File: src/include/cps_pkg.sv
// Purpose: constants for the condition-present status block
// Assumes: classic wishbone slave, 32-bit data, byte addresses
// Notes: bits 14:0 below the documented fields read as zero in present and status; mask bits 14:0 are writable
package cps_pkg;
   // register offsets (byte addresses)
   localparam logic [7:0] CPS_OFF_PRESENT = 8'h20;
   localparam logic [7:0] CPS_OFF_STATUS = 8'h24;
   localparam logic [7:0] CPS_OFF_MASK = 8'h28;
   // field positions in the present word
   localparam int CPS_ACK_LO = 28;
   localparam int CPS_SOC_BIT = 27;
   localparam int CPS_UCLK_BIT = 26;
   localparam int CPS_FCLK_BIT = 25;
   localparam int CPS_HEC_BIT = 24;
   localparam int CPS_RXMEM_BIT = 23;
   localparam int CPS_TXMEM_BIT = 22;
   localparam int CPS_ALMEM_BIT = 21;
   localparam int CPS_CHMEM_BIT = 20;
   localparam int CPS_HPAR_LO = 16;
   localparam int CPS_BP_BIT = 15;
   // reset values
   localparam logic [31:0] CPS_RST_WORD = 32'h0000_0000;
   localparam logic [31:0] CPS_RST_MASK = 32'h0000_0000;
   // header parity covers this many nibbles
   localparam int CPS_HDR_NIBBLES = 12;
endpackage : cps_pkg

File: src/rtl/cps_status.sv
// Purpose: condition-present status word with sticky events and interrupt
// Assumes: detector inputs are pulses or levels from other clock domains
// Notes: every detector input passes two flip-flops before use
//
// Decided for this implementation: register access over Wishbone.

////////////////////////////////////////////////////////////////////////////////
module cps_status #(
   parameter int PORTS = 4
) (
   input wire logic mclk, // core clock, 40 MHz
   input wire logic rst_n, // async reset, active low
   input wire logic [31:0] wb_adr_i, // byte address
   input wire logic [31:0] wb_dat_i, // write data
   input wire logic [3:0] wb_sel_i, // byte lanes
   input wire logic wb_we_i, // write enable
   input wire logic wb_cyc_i, // bus cycle
   input wire logic wb_stb_i, // strobe
   output logic [31:0] wb_dat_o, // read data
   output logic wb_ack_o, // acknowledge
   output logic irq, // level interrupt
   input wire logic [PORTS-1:0] missing_acknowledge_flags, // per-port no ack seen
   input wire logic cell_if_start_fault, // start-of-cell fault
   input wire logic cell_if_clock_fault, // cell-interface clock fault
   input wire logic fabric_clock_fault, // fabric clock fault
   input wire logic receive_header_check_fault, // last header check bad
   input wire logic receive_memory_parity_fault, // last rx memory parity bad
   input wire logic transmit_memory_parity_fault, // last tx memory parity bad
   input wire logic address_list_parity_fault, // last address list parity bad
   input wire logic channel_memory_parity_fault, // last channel memory parity bad
   input wire logic [PORTS-1:0] header_parity_fault, // per-port header parity bad
   input wire logic backpressure_violation_flag // cell against backpressure
);

   ////////////////////////////////////////////////////////////////////////////
   // state
   typedef struct packed {
      logic [31:0] sync1;
      logic [31:0] sync2;
      logic [31:0] present;
      logic [31:0] status;
      logic [31:0] mask;
      logic [31:0] rdata;
      logic ack;
      logic irq;
   } cps_state_t;

   cps_state_t st_q;
   cps_state_t st_d;
   logic [31:0] raw;
   logic hit;

   // bytewise merge of write data
   function automatic logic [31:0] cps_merge(input logic [31:0] old,
                                              input logic [31:0] wd,
                                              input logic [3:0] sel);
      logic [31:0] r;
      r = old;
      for (int i = 0; i < 4; i++) begin
         if (sel[i]) begin
            r[i*8 +: 8] = wd[i*8 +: 8];
         end
      end
      return r;
   endfunction : cps_merge

   ////////////////////////////////////////////////////////////////////////////
   // gather detector levels into word layout
   always_comb begin
      raw = cps_pkg::CPS_RST_WORD;
      raw[cps_pkg::CPS_ACK_LO +: 4] = missing_acknowledge_flags[3:0];
      raw[cps_pkg::CPS_SOC_BIT] = cell_if_start_fault;
      raw[cps_pkg::CPS_UCLK_BIT] = cell_if_clock_fault;
      raw[cps_pkg::CPS_FCLK_BIT] = fabric_clock_fault;
      raw[cps_pkg::CPS_HEC_BIT] = receive_header_check_fault;
      raw[cps_pkg::CPS_RXMEM_BIT] = receive_memory_parity_fault;
      raw[cps_pkg::CPS_TXMEM_BIT] = transmit_memory_parity_fault;
      raw[cps_pkg::CPS_ALMEM_BIT] = address_list_parity_fault;
      raw[cps_pkg::CPS_CHMEM_BIT] = channel_memory_parity_fault;
      raw[cps_pkg::CPS_HPAR_LO +: 4] = header_parity_fault[3:0];
      raw[cps_pkg::CPS_BP_BIT] = backpressure_violation_flag;
   end

   ////////////////////////////////////////////////////////////////////////////
   // next state: sync, present, sticky, bus
   always_comb begin
      st_d = st_q;
      hit = wb_cyc_i & wb_stb_i & ~st_q.ack;
      st_d.sync1 = raw;
      st_d.sync2 = st_q.sync1;
      // present word follows detectors every clock
      st_d.present = st_q.sync2;
      // sticky events: rising condition sets, write one clears, set wins
      st_d.status = st_q.status;
      if (hit && wb_we_i && wb_adr_i[7:0] == cps_pkg::CPS_OFF_STATUS) begin
         st_d.status = st_q.status & ~cps_merge(32'h0000_0000, wb_dat_i, wb_sel_i);
      end
      st_d.status = st_d.status | (st_q.sync2 & ~st_q.present);
      if (hit && wb_we_i && wb_adr_i[7:0] == cps_pkg::CPS_OFF_MASK) begin
         st_d.mask = cps_merge(st_q.mask, wb_dat_i, wb_sel_i);
      end
      // writes to present word dropped
      st_d.ack = hit;
      st_d.rdata = 32'h0000_0000;
      if (hit && !wb_we_i) begin
         unique case (wb_adr_i[7:0])
            cps_pkg::CPS_OFF_PRESENT: st_d.rdata = st_q.present;
            cps_pkg::CPS_OFF_STATUS: st_d.rdata = st_q.status;
            cps_pkg::CPS_OFF_MASK: st_d.rdata = st_q.mask;
            default: st_d.rdata = 32'h0000_0000;
         endcase
      end
      st_d.irq = |(st_d.status & st_d.mask);
   end

   ////////////////////////////////////////////////////////////////////////////
   // registers
   always_ff @(posedge mclk or negedge rst_n) begin
      if (!rst_n) begin
         st_q.sync1 <= cps_pkg::CPS_RST_WORD;
         st_q.sync2 <= cps_pkg::CPS_RST_WORD;
         st_q.present <= cps_pkg::CPS_RST_WORD;
         st_q.status <= cps_pkg::CPS_RST_WORD;
         st_q.mask <= cps_pkg::CPS_RST_MASK;
         st_q.rdata <= 32'h0000_0000;
         st_q.ack <= 1'b0;
         st_q.irq <= 1'b0;
      end else begin
         st_q <= st_d;
      end
   end

   // outputs straight from flops
   assign wb_dat_o = st_q.rdata;
   assign wb_ack_o = st_q.ack;
   assign irq = st_q.irq;

endmodule : cps_status

File: config.mk
export PLATFORM = sky130hd
export DESIGN_NAME = cps_status
export DESIGN_NICKNAME = d
export VERILOG_FILES = /design/src/include/cps_pkg.sv /design/src/rtl/cps_status.sv
export SDC_FILE = /design/constraint.sdc
export NUM_CORES = 1
export LEC_CHECK = 0
export BUFFER_PORTS_ARGS = -buffer_cell sky130_fd_sc_hd__buf_4
export CAP_MARGIN = 30
export CORE_MARGIN = 2
export CORE_UTILIZATION = 50
export CTS_CLUSTER_DIAMETER = 30
export DETAILED_ROUTE_END_ITERATION = 10
export GPL_ROUTABILITY_DRIVEN = 0
export PLACE_DENSITY = 0.74
export RECOVER_POWER = 25
export SLEW_MARGIN = 0
export SYNTH_ARGS = -nofsm -noshare
export SYNTH_HDL_FRONTEND = slang
export SYNTH_SLANG_ARGS = --single-unit
File: constraint.sdc
create_clock -name mclk -period 9.9 [get_ports mclk]
set_input_delay 0.495 -clock mclk [delete_from_list [all_inputs] [get_ports mclk]]
set_output_delay 0.495 -clock mclk [all_outputs]
set_load 0.005 [all_outputs]
# --- Yosys cells after proc, flatten, opt, wreduce, memory -nomap -nowiden ---
# Cells that the tools add are included.
totals:
  reg_bits: 149
  latchBits: 0
  ramBits: 0
  rom_bits: 0
  in_bits: 90
  out_inout_bits: 34
  wordCells: 42
  mem_count: 0
classes:
  n_addsub: 0
  mul: 0
  div: 0
  magnitude_cmp: 0
  n_eq_ne: 3
  shifts: 0
  muxes: 16
  n_bitwise: 9
  reduce_logical: 6
op_table:
  columns: ["op", "count"]
  rows:
  - ["AND 32 bit", 3]
  - ["two-way mux 32 bit", 3]
  - ["two-way mux 8 bit", 12]
  - ["case mux 32 bit (3 select lines)", 1]
  - ["inverter 32 bit", 2]
  - ["OR 32 bit", 1]
  - ["OR reduction 32 bit", 1]
  - ["== test 8 x 6 -> 1 bit, second input constant", 3]
  - ["logical AND 1 bit", 4]
  - ["AND 1 bit", 2]
  - ["zero test 1 bit", 1]
  - ["inverter 1 bit", 1]

# --- Longest topological paths before layout ---
# Gate-level depths: netlist of run 1.
depth:
  ltp_word: 11
  mapped_depth: 9
  ltp_nobuf: 7

# --- Worst setup path after synthesis of run 1 ---
# No wires, ideal clock.
synth_timing:
  path_type: "input port to flip-flop"
  start: "input port wb_adr_i[1]"
  end: "register, netlist name irq"
  setup_ns: 0.138
  arrival_ns: 3.530
  t_required_ns: 9.762
  slack_ns: 6.231
  cell_stages: 8
  n_path_buf: 1
  cell_sequence: "or4b_1 -> buf_4 -> nor4_2 -> mux2_2 -> o21a_1 -> a2111o_1 -> a2111o_1 -> or4_1"
synth_lines:
  columns: ["item", "line_no", "text"]
  rows:
  - ["start: declaration", "cps_status.sv:13", "input wire logic [31:0] wb_adr_i,"]

==> reports/qor.yml, run 1 <==
cts_buffer_depth: 2
avgViaCountPerCell: 5.42
synth.most_common_cell: "dfrtp_1"
rows: 39
syn_inst: 461
cp_cell_sequence: "clkbuf_1"
cts-htree-levels: 4
yosys.area.top_type: "dfrtp_1"
drt_iter0_drc: 207
drive_gt1_share_pct: 33.3
worst_pin_slew_ns: 4.82
fmax_ghz: 0.221
fin_crit_sh_pct: 45.7
die_w_um: 112
ctsResizeCount: 0
root_buffer: "clkbuf_16"
critPathCaptureType: "asynchronous set/reset pin"
critPathBufInv: 1
yosysTopAreaCellShare_pct: 64.0
synth_edf_count: 0
overflow: 0
synth.area.top_cells: "dfrtp_1 (64%), mux2_2 (6.0%), buf_4 (4.3%), nor2_1 (3.4%), mux2i_1 (3.1%)"
grt_max_degree: 97
cpPeakStageDelay_ns: 3.30
worstPathArrival_ns: 3.90
synthDistinctLibCells: 38
fin_tns_setup_ns: 0
path_clk_slew_ns: 0.06
antenna_cells: 0
antenna_found_initial: 0
postCtsSetupRepairBufs: 0
ant_nets: 0
die-area_mm2: 0.0125
setup-violations-final: 0
p_per_area_mw_per_mm2: 189
power.total_w: 0.00135
worst-setup-path-type: "input pin to asynchronous set/reset pin"
fin_crit_ns: 4.52
finalClockSkew_ns: 0.00778
cap_violations: 1
firstDrtPassIters: 5
crit_fanout: 96
yosys_warnings: 0
initial_core_util_pct: 51.2
relSlewSlack_pct: -221
drc: 0
violations: "max-capacitance violations, max-slew violations"
io_buffer_count: 99
p_leak_nw: 3.47
cp_top_family: "buffers and inverters"
cpMaxStageDelayCell: "clkbuf_1"
fin_nets: 629
required_ns: 9.28
synth_common_cells: "dfrtp_1 (149), nor2_1 (53), buf_4 (33)"
dr_total_vias: 3768
cts.hold.buffers_added: 0
wl_per_cell_um: 17.7
grt.total_usage_pct: 20.9
hold_viol_final: 0
cts_tree: "built"
yosysSeqAreaShare_pct: 64.0
synth-async-reset-ratio_pct: 100
cts_made_buffers: 17
syn_to_final_growth_pct: 22.3
io-pin-count: 124
cp-start-kind: "input pin"
ir_drop_mv: 0.160
die_h_um: 112
cts_num_sinks: 149
post-dp-hpwl_mm: 8.32
status: "finished with violations"
min_path_type: "input pin to register"
syn-num-nets: 551
dominantRegCellSynth: "dfrtp_1"
routed_wirelength_mm: 12.3
synth_area_per_cell_um2: 12.6
core_area_mm2: 0.0114
slew_violations: 97
fill_cells: 872
clk_latency_ns: 0.42
grt_pass1_vias: 4036
syn_area_mm2: 0.00582
rsz0062_at_grt: "no"
ys_seq_elements: 149
grt_pass1_wl_mm: 20.1
==> final timing paths <==
| kind | depth (start not counted) | start | slack, ns | to |
|---|---|---|---|---|
| max | 1 | rst_n | 5.38 | wb_dat_o[26]$_DFF_PN0_ |
| max in group mclk | 9 | wb_adr_i[1] | 6.30 | irq$_DFF_PN0_ |
| min | 1 | fabric_clock_fault | 0.20 | st_d[155]$_DFF_PN0_ |
| max reg2reg | 8 | wb_ack_o$_DFF_PN0_ | 6.58 | irq$_DFF_PN0_ |
| min reg2reg | 0 | st_d[149]$_DFF_PN0_ | 0.34 | st_d[117]$_DFF_PN0_ |
| min in group asynchronous | 1 | rst_n | 1.80 | wb_dat_o[20]$_DFF_PN0_ |
==> cell usage in the layout (no fill, tap or decap), types with 10 or more instances in the layout <==
cell / instances
a21boi_0: 13
a21oi_1: 21
a22o_1: 10
a22oi_1: 23
buf_4: 88
clkbuf_16: 17
clkbuf_4: 16
dfrtp_1: 149
inv_1: 22
mux2_2: 31
mux2i_1: 18
nand3_1: 12
nor2_1: 53
==> routing by layer <==
metal  track usage [%]  share of wire (%)
met1              24.8                 40
met2              35.2                 52
met3              5.77                5.8
met4              10.4                2.4
met5                 0                  0
==> registers in the layout (all words and copies together) (netlist names) <==
signal,cells
irq,1
st_d,34
st_q,81
wb_ack_o,1
wb_dat_o,32
==> per-stage QoR <==
| stage | cells | instance area, um2 | hold slack, ns | setup slack (ns) | util, % |
|---|---|---|---|---|---|
| global route | 695 | 7120 | 0.179 | 4.25 | 62.7 |
| global placement | 661 | 6490 | 0.332 | 5.84 | 57.1 |
| CTS | 695 | 7140 | 0.159 | 6.33 | 62.8 |
| detailed placement | 663 | 6510 | 0.337 | 5.89 | 57.3 |
| floorplan | 461 | 5820 | 0.199 | 6.23 | - |
| finish | 695 | 7120 | 0.195 | 5.38 | 62.7 |
==> cell type report <==
cell class              count  area (um2)  share of cell area (%)
clock inverters            15         196                    2.76
flip-flops and latches    149        3730                    52.3
well taps                 143         179                    2.51
repair buffers            107         800                    11.2
multi-input cells         242        1710                    24.0
clock buffers              17         425                    5.97
inverters                  22        82.6                    1.16
==> cells by family (layout without fill, tap and decap cells) <==
group                  after synthesis  after routing  synth area share (%)
DFF                                149            149                  64.0
and+or+nand+nor                    105            105                  9.58
AOI/OAI and AO/OA                   88             88                  10.7
buffers and inverters               70            161                  6.66
muxes                               49             49                  9.09
==> power breakdown <==
part,leakage [nW],internal [W],switching (W)
Combinational,1.31,0.0000264,0.0000331
Clock,0.294,0.000403,0.000260
Sequential,1.86,0.000621,0.00000592
Total,3.47,0.00105,0.000299
(Power assumes the default switching activity.)
==> run 2, diff against run 1 <==
==> constraint.sdc (replaced) <==
create_clock -name mclk -period 4.7 [get_ports mclk]
set_input_delay 0.235 -clock mclk [delete_from_list [all_inputs] [get_ports mclk]]
set_output_delay 0.235 -clock mclk [all_outputs]
set_load 0.005 [all_outputs]
==> reports/qor.yml, run 2 (synthesis results as in run 1) <==
status: "finished, final reports clean"
dpl-instance-area_mm2: 0.00651  # about the same
worstPathArrival_ns: 3.65  # -0.25 ns
place_worst_setup_slack_ns: 1.07  # -4.82 ns
firstDrtPassIters: 4  # -1
final_common_cell: "dfrtp_1"
antenna_cells: 0  # unchanged
r2r_slack_ns: 1.34  # -5.24 ns
io-pin-count: 124  # unchanged
wl_per_cell_um: 17.3  # -2.0%
p_clk_share_pct: 49.9  # +0.8 points
worst-setup-path-type: "register to register"
fin_tns_setup_ns: 0  # unchanged
avgViaCountPerCell: 5.40  # -0.43%
die_w_um: 112  # unchanged
critPathCaptureType: "register"
min_path_cells: 2  # +1
rows: 39  # unchanged
setup-violations-final: 0  # unchanged
fin_ws_ns: 1.34  # -4.04 ns
reg2reg_to: "irq$_DFF_PN0_"
fin_util_pct: 64.5  # +1.9 points
ant_nets: 0  # unchanged
r2r_start: "wb_ack_o$_DFF_PN0_"
drc: 0  # unchanged
p_per_area_mw_per_mm2: 397  # +110%
clk_latency_ns: 0.42  # about the same
antenna_found_initial: 0  # unchanged
grt_pass1_vias: 3988  # -1.2%
p_seq_share_pct: 45.4  # -1.1 points
largest_reg_flops: 81  # unchanged
io_buffer_count: 99  # unchanged
finalClockSkew_ns: 0.00698  # -0.000800 ns
cap_violations: 0  # -1
slew_violations: 0  # -100%
crit_fanout: 8  # -92%
min_path_type: "input pin to register"
grt_pass1_wl_mm: 20.1  # about the same
cts_num_sinks: 149  # unchanged
fin_area_mm2: 0.00734  # +3.0%
worst_pin_slew_ns: 0.899  # -3.92 ns
die-area_mm2: 0.0125  # unchanged
p_leak_nw: 3.55  # +2.4%
fin_crit_sh_pct: 71.6
relSlewSlack_pct: 40.1  # +260 points
dr_total_vias: 3849  # +2.1%
drt_iter0_drc: 226  # +9.2%
grt.total_usage_pct: 21.0  # +0.060 points
cp-start-kind: "register"
drive_gt1_share_pct: 32.5  # -0.88 points
post-dp-hpwl_mm: 8.00  # -3.9%
hold_viol_final: 0  # unchanged
rsz0062_at_grt: "no"
cts_buffer_depth: 2  # unchanged
syn_to_final_growth_pct: 26.0
cts-htree-levels: 4  # unchanged
path_clk_slew_ns: 0.06  # about the same
fin_nets: 647  # +2.9%
cts_made_buffers: 17  # unchanged
routed_wirelength_mm: 12.4  # +0.54%
largest_register: "st_q"
fmax_ghz: 0.297
final_cell_mix: "dfrtp_1 (149), buf_4 (58), nor2_1 (53)"
p_switching_w: 0.000592  # +98%
swShare_pct: 20.3  # -1.8 points
overflow: 0  # unchanged
root_buffer: "clkbuf_16"
r2r_cells: 8  # unchanged
core_area_mm2: 0.0114  # unchanged
power.total_w: 0.00291  # +120%
fin_crit_ns: 3.36
cts_tree: "built"
critPathLaunch: "wb_ack_o$_DFF_PN0_"
combinationalPowerShare_pct: 4.8  # +0.4 points
grt_max_degree: 105  # +8.2%
die_h_um: 112  # unchanged
power.internal_w: 0.00232  # +120%
initial_core_util_pct: 51.2  # unchanged
ir_drop_mv: 0.316  # +98%
required_ns: 4.99  # -4.29 ns
endpoint: "irq$_DFF_PN0_"
-- run 2: area by class of cell --
type	instances	area, um2
clock inverters	11	171
flip-flops and latches	149	3730
clock buffers	21	480
multi-input cells	242	1710
repair buffers	125	983
well taps	143	179
fillers	852	4030
inverters	22	82.6
-- run 2: power groups by stage --
stage	logic (W)	clock network, W	registers [W]
global placement	0.000127	0	0.00134
global route	0.000155	0.00153	0.00132
floorplan	0.0000424	0	0.00134
detailed placement	0.000129	0	0.00134
CTS	0.000143	0.00148	0.00132
finish	0.000139	0.00145	0.00132
-- run 2: metrics by stage --
step	hold WS [ns]	cells
after detailed placement	0.335	663
after floorplan	-0.0606	461
after global routing	0.00423	713
after CTS	0.00810	713
after global placement	0.333	663
final	0.0181	713
-- run 2: critical path, stage by stage, from the launching register on --
cell      delay, ns
dfrtp_1        0.40
nand4b_1       0.44
nor4_2         0.34
buf_4          0.23
mux2_2         0.36
o21a_1         0.11
a2111o_1       0.44
a2111o_1       0.42
or4_1          0.50
-- run 2: worst min path at each step --
stage	startpoint	endpoint	slack, ns
after floorplan	rst_n	irq$_DFF_PN0_	-0.06
after global placement	st_d[146]$_DFF_PN0_	st_d[114]$_DFF_PN0_	0.33
after detailed placement	st_d[147]$_DFF_PN0_	st_d[115]$_DFF_PN0_	0.33
after CTS	wb_dat_i[6]	st_q[72]$_DFF_PN0_	0.008
after global routing	wb_dat_i[6]	st_q[72]$_DFF_PN0_	0.004
final	wb_dat_i[6]	st_q[72]$_DFF_PN0_	0.02
-- run 2: routing by layer --
| layer | global-route usage, % | vias to the layer above | wire, um | share of wire [%] |
|---|---|---|---|---|
| met5 | 0 | - | 0 | 0 |
| li1 | - | 1764 | - | - |
| met1 | 26.5 | 1941 | 4900 | 40 |
| met4 | 7.48 | 0 | 165 | 1.3 |
| met3 | 6.59 | 16 | 762 | 6.2 |
| met2 | 34.5 | 128 | 6520 | 53 |
-- run 2: timing repair --
action	in CTS	in global routing
gates resized for setup	0	0
buffers inserted	0	0
endpoints found under the hold margin	120	0
hold buffers	18	0
